==> src/rtl/lss_pkg.sv <==
// constants for the linear array scan sequencer
// assumes one 20 MHz core clock and an asynchronous active-high reset
package lss_pkg;
    // ==========================================================
    // section geometry and data widths
    localparam int PIXEL_COUNT = 448;
    localparam int IDX_W = 9;
    localparam int DATA_W = 12;
    localparam logic [IDX_W-1:0] FIRST_PIXEL = 9'h000;
    localparam logic [IDX_W-1:0] LAST_PIXEL = 9'(PIXEL_COUNT - 1);
    localparam logic [IDX_W-1:0] PIXEL_STEP = 9'h001;
    // ==========================================================
    // sequencer states, two core cycles per pixel unless the output buffer is full
    typedef enum logic [1:0] {
        LSS_IDLE = 2'b00,
        LSS_HOLD = 2'b01,
        LSS_PRESENT = 2'b10
    } lss_state_t;
    // ==========================================================
    // output buffer
    localparam int BUF_DEPTH = 2;
    localparam logic [1:0] BUF_EMPTY = 2'h0;
    localparam logic [1:0] BUF_FULL = 2'h2;
    localparam logic [1:0] BUF_ONE = 2'h1;
endpackage : lss_pkg

==> src/rtl/lss_scan_sequencer.sv <==
// readout sequencer for one section of a linear photodiode array, with a
// two-entry output buffer in the pixel data path
// assumes start_pulse and pixel_level are synchronous to core_clk; the
// analog array answers pixel_select with the held level on pixel_level
// Summary of operation
// - start selects pixel one, holds its sample and resets its integrator in the same period
// - next period releases integrator reset and returns sampler to tracking
// - every second period after that advances one pixel while the buffer has room, same sequence, in order
// - after the last pixel the output drive turns off at next edge
// - integration time is the span between two readouts of a pixel
// - each pixel value stays valid until the receiver takes it

// ==========================================================
// two-entry buffer
module lss_buf2 (
    input wire logic core_clk,
    input wire logic reset,
    input wire logic in_valid,
    output logic in_ready,
    input wire logic [lss_pkg::DATA_W-1:0] in_data,
    output logic out_valid,
    input wire logic out_ready,
    output logic [lss_pkg::DATA_W-1:0] out_data
);
    logic [lss_pkg::DATA_W-1:0] mem_q [lss_pkg::BUF_DEPTH];
    logic wr_q;
    logic rd_q;
    logic [1:0] cnt_q;
    logic push;
    logic pop;

    // handshakes from the fill count
    assign in_ready = (cnt_q != lss_pkg::BUF_FULL);
    assign out_valid = (cnt_q != lss_pkg::BUF_EMPTY);
    assign push = in_valid && in_ready;
    assign pop = out_valid && out_ready;
    assign out_data = mem_q[rd_q];

    // storage and pointers
    always_ff @(posedge core_clk or posedge reset) begin
        if (reset) begin
            mem_q[0] <= '0;
            mem_q[1] <= '0;
            wr_q <= 1'b0;
            rd_q <= 1'b0;
        end else begin
            if (push) begin
                mem_q[wr_q] <= in_data;
                wr_q <= ~wr_q;
            end
            if (pop) begin
                rd_q <= ~rd_q;
            end
        end
    end

    // fill count
    always_ff @(posedge core_clk or posedge reset) begin
        if (reset) begin
            cnt_q <= lss_pkg::BUF_EMPTY;
        end else if (push && !pop) begin
            cnt_q <= cnt_q + lss_pkg::BUF_ONE;
        end else if (pop && !push) begin
            cnt_q <= cnt_q - lss_pkg::BUF_ONE;
        end
    end
endmodule // lss_buf2

// ==========================================================
// scan sequencer top
module lss_scan_sequencer (
    input wire logic core_clk,
    input wire logic reset,
    input wire logic start_pulse,
    input wire logic [lss_pkg::DATA_W-1:0] pixel_level,
    output logic [lss_pkg::IDX_W-1:0] pixel_select,
    output logic integrator_reset_switch,
    output logic sample_hold_switch,
    output logic out_drive_en,
    output logic end_of_scan_out_first,
    output logic out_valid,
    input wire logic out_ready,
    output logic [lss_pkg::DATA_W-1:0] out_data
);
    lss_pkg::lss_state_t state_q;
    logic [lss_pkg::IDX_W-1:0] pix_q;
    logic [lss_pkg::DATA_W-1:0] held_q;
    logic drive_q;
    logic eos_q;
    logic buf_in_ready;
    logic push;
    logic last_push;

    // a word is pushed in the present phase once the buffer has room
    assign push = (state_q == lss_pkg::LSS_PRESENT) && buf_in_ready;
    assign last_push = push && (pix_q == lss_pkg::LAST_PIXEL) && !start_pulse;

    // switch controls decoded from the phase
    assign sample_hold_switch = (state_q == lss_pkg::LSS_HOLD);
    assign integrator_reset_switch = (state_q == lss_pkg::LSS_HOLD);
    assign pixel_select = pix_q;
    assign out_drive_en = drive_q;
    assign end_of_scan_out_first = eos_q;

    // phase sequencing; a start always restarts at the first pixel
    always_ff @(posedge core_clk or posedge reset) begin
        if (reset) begin
            state_q <= lss_pkg::LSS_IDLE;
        end else if (start_pulse) begin
            state_q <= lss_pkg::LSS_HOLD;
        end else begin
            case (state_q)
                lss_pkg::LSS_HOLD: begin
                    state_q <= lss_pkg::LSS_PRESENT;
                end
                lss_pkg::LSS_PRESENT: begin
                    if (last_push) begin
                        state_q <= lss_pkg::LSS_IDLE;
                    end else if (push) begin
                        state_q <= lss_pkg::LSS_HOLD;
                    end
                end
                default: begin
                    state_q <= lss_pkg::LSS_IDLE;
                end
            endcase
        end
    end

    // pixel counter, cleared by start
    always_ff @(posedge core_clk or posedge reset) begin
        if (reset) begin
            pix_q <= lss_pkg::FIRST_PIXEL;
        end else if (start_pulse) begin
            pix_q <= lss_pkg::FIRST_PIXEL;
        end else if (push && !last_push) begin
            pix_q <= pix_q + lss_pkg::PIXEL_STEP;
        end
    end

    // capture the held level while the sampler holds
    always_ff @(posedge core_clk or posedge reset) begin
        if (reset) begin
            held_q <= '0;
        end else if (state_q == lss_pkg::LSS_HOLD) begin
            held_q <= pixel_level;
        end
    end

    // output drive and end-of-scan pulse
    always_ff @(posedge core_clk or posedge reset) begin
        if (reset) begin
            drive_q <= 1'b0;
            eos_q <= 1'b0;
        end else begin
            eos_q <= last_push;
            if (start_pulse) begin
                drive_q <= 1'b1;
            end else if (last_push) begin
                drive_q <= 1'b0;
            end
        end
    end

    lss_buf2 u_buf (
        .core_clk(core_clk),
        .reset(reset),
        .in_valid(state_q == lss_pkg::LSS_PRESENT),
        .in_ready(buf_in_ready),
        .in_data(held_q),
        .out_valid(out_valid),
        .out_ready(out_ready),
        .out_data(out_data)
    );
endmodule // lss_scan_sequencer

==> config.mk <==
export PLATFORM = sky130hd
export DESIGN_NAME = lss_scan_sequencer
export DESIGN_NICKNAME = d
export VERILOG_FILES = /design/src/rtl/lss_pkg.sv /design/src/rtl/lss_scan_sequencer.sv
export SDC_FILE = /design/constraint.sdc
export NUM_CORES = 1
export LEC_CHECK = 0
export ABC_AREA = 1
export BUFFER_PORTS_ARGS = -buffer_cell sky130_fd_sc_hd__buf_2
export CELL_PAD_IN_SITES_DETAIL_PLACEMENT = 2
export CELL_PAD_IN_SITES_GLOBAL_PLACEMENT = 2
export CORE_ASPECT_RATIO = 0.7
export CORE_MARGIN = 3
export CORE_UTILIZATION = 37
export DETAILED_ROUTE_END_ITERATION = 16
export PLACE_DENSITY_LB_ADDON = 0.25
export SYNTH_ARGS = -nofsm -noshare
export SYNTH_HDL_FRONTEND = slang
export SYNTH_SLANG_ARGS = --single-unit
export TNS_END_PERCENT = 100
==> constraint.sdc <==
create_clock -name core_clk -period 2.3 [get_ports core_clk]
set_input_delay 0.23 -clock core_clk [delete_from_list [all_inputs] [get_ports core_clk]]
set_output_delay 0.23 -clock core_clk [all_outputs]
set_load 0.02 [all_outputs]
Yosys cells after proc, flatten, opt, wreduce, memory -nomap -nowiden
Index checks and enable logic that the tools add are counted.
Storage, ports and cells
  bits in registers: 53
  input bits: 16
  output and inout bits: 26
Cells by class
  $add $sub $neg: 3
  magnitude comparators: 3
  equality and inequality tests: 5
  mux-type cells: 16
  bitwise logic cells: 4
  reductions and logical operators: 16
Operators by type and width (count)
  two-way mux 12 bit: 4
  bitwise mux 24 bit: 1
  two-way mux 9 bit: 2
  demux 12 bit (select 1 bit): 1
  two-way mux 2 bit: 5
  adder 9 x 1 -> 9 bit (second input constant): 1
  equality test 9 bit (second input constant): 1
  logical AND 1 bit: 8
  nonzero test 2 bit: 4
  greater-or-equal comparator 2 bit (second input constant): 2
  logical NOT 1 bit: 4
  != test 4 bit (second input constant): 1
  inverter 1 -> 2 bit: 2
  case mux 2 bit (2 select lines): 1
  adder 2 x 1 -> 2 bit (second input constant): 1
  equality test 2 x 1 -> 1 bit (second input constant): 1
  equality test 2 bit (second input constant): 1
  < comparator 2 x 1 -> 1 bit (second input constant): 1
  two-way mux 1 bit: 2
  != test 2 bit (second input constant): 1
  inverter 1 bit: 2
  subtractor 2 x 1 -> 2 bit (second input constant): 1

Logic depth before layout (Yosys ltp)
  word-level depth: 8
  gate-level depth with buffers: 9
  mapped depth without buffers: 8

Cells and area by module
A second synthesis with hierarchy kept.
Unflattened totals
  cells, all modules: 332
  area, all modules: 2693.8 um^2
By module, submodules not included
  lss_buf2: times used 1, cells an instance 174, area each 1458.9 um^2
  lss_scan_sequencer: times used 1, cells an instance 158, area each 1234.9 um^2

Worst setup path after synthesis
OpenSTA, ideal clock, no wires.
  path kind: register to register
  start: reg state_q[0]
  end: reg u_buf.cnt_q[1]
  setup time: 0.131 ns
  arrival time: 1.450 ns
  required time: 2.169 ns
  setup slack: 0.719 ns
  cell stages (with the launch flop): 9
  path buffers: 0
  cell sequence: dfrtp_1 > inv_1 > ha_1 > inv_1 > a21oi_4 > ha_1 > a21oi_1 > o21ai_0 > xor2_1
On the way
  cells in the longest elaborated chain, start to end: 5
  elaborated cells on any way between the ends: 7
Ends and longest elaborated chain
  start: declaration: RTL line lss_scan_sequencer.sv:85  | lss_pkg::lss_state_t state_q;
  start signal: assignment: RTL line lss_scan_sequencer.sv:108  | state_q <= lss_pkg::LSS_IDLE;
  start signal: assignment: RTL line lss_scan_sequencer.sv:110  | state_q <= lss_pkg::LSS_HOLD;
  start signal: assignment: RTL line lss_scan_sequencer.sv:114  | state_q <= lss_pkg::LSS_PRESENT;
  equality test 2 bit *
  logical AND 1 bit *
  named net push: RTL line lss_scan_sequencer.sv:91  | logic push;
  logical NOT 1 bit: RTL line lss_scan_sequencer.sv:63  | end else if (pop && !push) begin
  logical AND 1 bit: RTL line lss_scan_sequencer.sv:63
  nonzero test 2 bit (no line)
  end signal: assignment: RTL line lss_scan_sequencer.sv:60  | cnt_q <= lss_pkg::BUF_EMPTY;
  end signal: assignment: RTL line lss_scan_sequencer.sv:62  | cnt_q <= cnt_q + lss_pkg::BUF_ONE;
  end signal: assignment: RTL line lss_scan_sequencer.sv:64  | cnt_q <= cnt_q - lss_pkg::BUF_ONE;
  end: declaration: RTL line lss_scan_sequencer.sv:28  | logic [1:0] cnt_q;
The timed path passes the listed nets; every way through them passes the cells marked *.
A chain may end at the register's enable or synchronous reset.

Worst setup path in the final report
  start: reg u_buf.rd_q
  end: out out_data[3] (netlist bit)
On the way
  cells in the longest elaborated chain, start to end: 4
Ends and longest elaborated chain
  start: declaration: RTL line lss_scan_sequencer.sv:27  | logic rd_q;
  start signal: assignment: RTL line lss_scan_sequencer.sv:52  | rd_q <= ~rd_q;
  inverter 1 -> 2 bit (implied by the code): RTL line lss_scan_sequencer.sv:37  | assign out_data = mem_q[rd_q];
  two-way mux 12 bit (implied by the code) (3 in series): RTL line lss_scan_sequencer.sv:37
  end: declaration: RTL line lss_scan_sequencer.sv:83  | output logic [lss_pkg::DATA_W-1:0] out_data
Every way passes these cells. The select of a mux whose other input is x is not followed.

==> flow_metrics.py <==
metrics = {
    "yosys": {
        "syn_area_mm2": 0.00248,
        "synthSimpleGateAreaFrac": 0.163,
        "yosysMostFrequentCell": "nand2_1",
        "synth_edf_count": 0,
        "ys_dominant_reg_cell": "dfrtp_1",
        "synth_top_family_by_area": "simple AND/OR/NAND/NOR gates",
        "synth-xor-area-share": 0.0106,
        "yosys.area.top_type_share": 0.535,
        "yosysSeqAreaShare": 0.535,
        "ys_top_cells_by_count": "70 x nand2_1, 53 x dfrtp_1, 31 x o21ai_0",
        "async_reset_ff_frac": 1.00,
        "yosysTopAreaCell": "dfrtp_1",
        "ys_warn_count": 0,
        "synth_compound_area_frac": 0.142,
        "synth_fa_ha_area_frac": 0.0252,
        "syn_area_per_cell_um2": 9.50,
        "syn_inst": 261,
        "synth_area_leaders": "dfrtp_1 53%, nand2_1 11%, o21ai_0 6.3%, o21ai_2 6.0%, mux2_2 5.4%",
        "muxShareOfSynthArea": 0.0545,
        "ys_ff_latch": 53,
        "synthesis.nets": 282,
        "synth_cell_types": 27,
    },
    "setup_path": {
        "timing.rr.end": "u_buf.cnt_q[1]",
        "reg2regPathDepth": 8,
        "r2r_setup_slack_ns": 0.57,
        "cp_max_fo": 13,
        "rr_startpoint": "state_q[0]",
        "cp-start-kind": "register",
        "worst_ep_required_time_ns": 2.07,
        "crit_type": "register to output pin",
        "setup.worst_path.end_class": "output pin",
        "arrival_ns": 1.66,
    },
    "route": {
        "wl_mm": 5.97,
        "post-route-drc-count": 0,
        "drtAntennaViolNets": 0,
        "drtIter0Drc": 31,
        "vias": 1876,
        "firstDrtPassIters": 4,
        "wire_per_inst_um": 15.1,
        "viasPerCell": 4.75,
    },
    "timing": {
        "tightest_slew_ns": 0.669,
        "fin_ws_ns": 0.405,
        "rsz0062_at_grt": "no",
        "final.setup.tns_ns": 0,
        "fin_crit_sh": 0.824,
        "clock.fmax_mhz": 528,
        "whs_ns": -0.00167,
        "skew_ns": 0.00529,
        "max_slew_margin": 0.554,
        "setup_viol": 0,
        "hold_violations": 9,
        "min_period_ns": 1.89,
        "final-max-slew-violation-count": 0,
    },
    "floorplanning": {
        "dieArea_mm2": 0.00774,
        "core.rowCount": 24,
        "start_util": 0.390,
        "die_h_um": 74.5,
        "dieWidth_um": 104,
        "fp.coreArea_mm2": 0.00637,
        "io_pins": 42,
    },
    "grt": {
        "grt_use_met2": 0.269,
        "gr-usage-met3": 0.0408,
        "overflow": 0,
        "grt_max_degree": 30,
        "grt_pass1_vias": 1970,
        "grt_antenna_before_repair": 0,
        "grt_pass1_wl_mm": 10.2,
        "busiest_layer": "met2",
        "gr-usage-met1": 0.232,
        "globalRouteTotalUtil": 0.164,
    },
    "clock_tree": {
        "numCtsBuffers": 5,
        "numClockSinks": 53,
        "clk_pin_slew_worst_paths_ns": 0.10,
        "cts_resized": 0,
        "clk_latency_ns": 0.30,
        "cts_max_path_buffers": 2,
        "cts_root_buf": "clkbuf_8",
        "ctsHoldBuffers": 0,
        "cts_tree": "done",
        "htree_levels": 2,
        "cts_setup_buffers": 0,
    },
    "power": {
        "pwr-share-comb": 0.339,
        "intPower_mw": 1.99,
        "p_sw_frac": 0.365,
        "power.switching_mw": 1.14,
        "cellLeakagePower_nw": 1.40,
        "ir_drop_uv": 472,
        "clockPowerShare": 0.213,
        "pwr-share-seq": 0.448,
        "p_per_area_mw_per_mm2": 1090,
    },
    "placement": {
        "hpwl_mm": 4.41,
        "gp_congestion": 0.685,
        "pre_cts_ws_ns": 0.577,
        "numPortBuffers": 41,
    },
    "run": {
        "cap_violations": 0,
    },
    "outcome": {
        "violations": "hold timing",
        "outcome": "finished with violations",
    },
    "layout": {
        "drive_above_1_share": 0.296,
        "syn_to_final_growth_pct": 16.1,
        "fin_util": 0.452,
        "final_nets": 324,
        "antenna_cells": 0,
    },
    "min_path": {
        "hold_path_class": "input port to async pin",
    },
}
-- metrics by stage --
step           cell area [um2]  total power, mW  instances
2_1_floorplan             2480             2.16        261
3_3_place_gp              2760             2.43        387
3_5_place_dp              2760             2.51        387
4_1_cts                   2880             3.19        395
5_1_grt                   2880             3.37        395
6_report                  2880             3.13        395
-- layer usage --
metal  wire length (um)  up-vias  part of all wire
met5                  0        -                 0
met4                 19        0            0.0032
met1               2940      926              0.49
met3                205        2             0.034
met2               2810       26              0.47
li1                   -      922                 -
-- layout make-up --
type | instances | area [um2]
well taps | 91 | 114
multi-input cells | 172 | 982
inverters | 25 | 93.8
repair buffers | 46 | 243
flip-flops and latches | 53 | 1330
clock buffers | 6 | 82.6
clock inverters | 2 | 37.5
fillers | 719 | 3490
-- cells in the final DEF (no fill, tap or decap), types with 2 or more instances in the layout --
cell / n
o21ai_2: 17
inv_1: 23
nand3_1: 13
buf_2: 41
xnor2_1: 2
nand2_1: 70
ha_1: 5
dfrtp_1: 53
o21ai_0: 31
buf_4: 5
mux2_2: 12
clkbuf_8: 6
nor2_1: 10
inv_2: 2
o21bai_1: 2
-- critical path, stage by stage, from the launching register on --
cell     delay (ns)
dfrtp_1        0.78
mux2_2         0.42
buf_2          0.16
-- logic make-up after synthesis --
family / after synthesis
mux: 12
buf+inv: 36
flops: 53
simple gates: 98
fa+ha+maj: 5
xor+xnor: 3
compound gates: 54
-- worst max path at each step --
stage	startpoint	endpoint	cells after the start
global placement	state_q[0]	u_buf.cnt_q[1]	8
floorplan	state_q[0]	u_buf.cnt_q[1]	8
detailed placement	state_q[0]	u_buf.cnt_q[1]	8
global route	state_q[1]	integrator_reset_switch	3
CTS	u_buf.rd_q	out_data[3]	2
finish	u_buf.rd_q	out_data[3]	2
-- sequential cells by signal, summed over array words and instances (netlist names) --
name                   cells
end_of_scan_out_first      1
out_drive_en               1
u_buf.rd_q                 1
pixel_select               9
u_buf.mem_q               24
u_buf.wr_q                 1
held_q                    12
u_buf.cnt_q                2
state_q                    2
-- power groups by stage --
stage	clock, mW	combinational (mW)	sequential [mW]
floorplan	0	0.816	1.35
global placement	0	1.02	1.41
detailed placement	0	1.08	1.43
CTS	0.693	1.09	1.41
global route	0.723	1.20	1.45
finish	0.667	1.06	1.40
(Power assumes the default switching activity.)
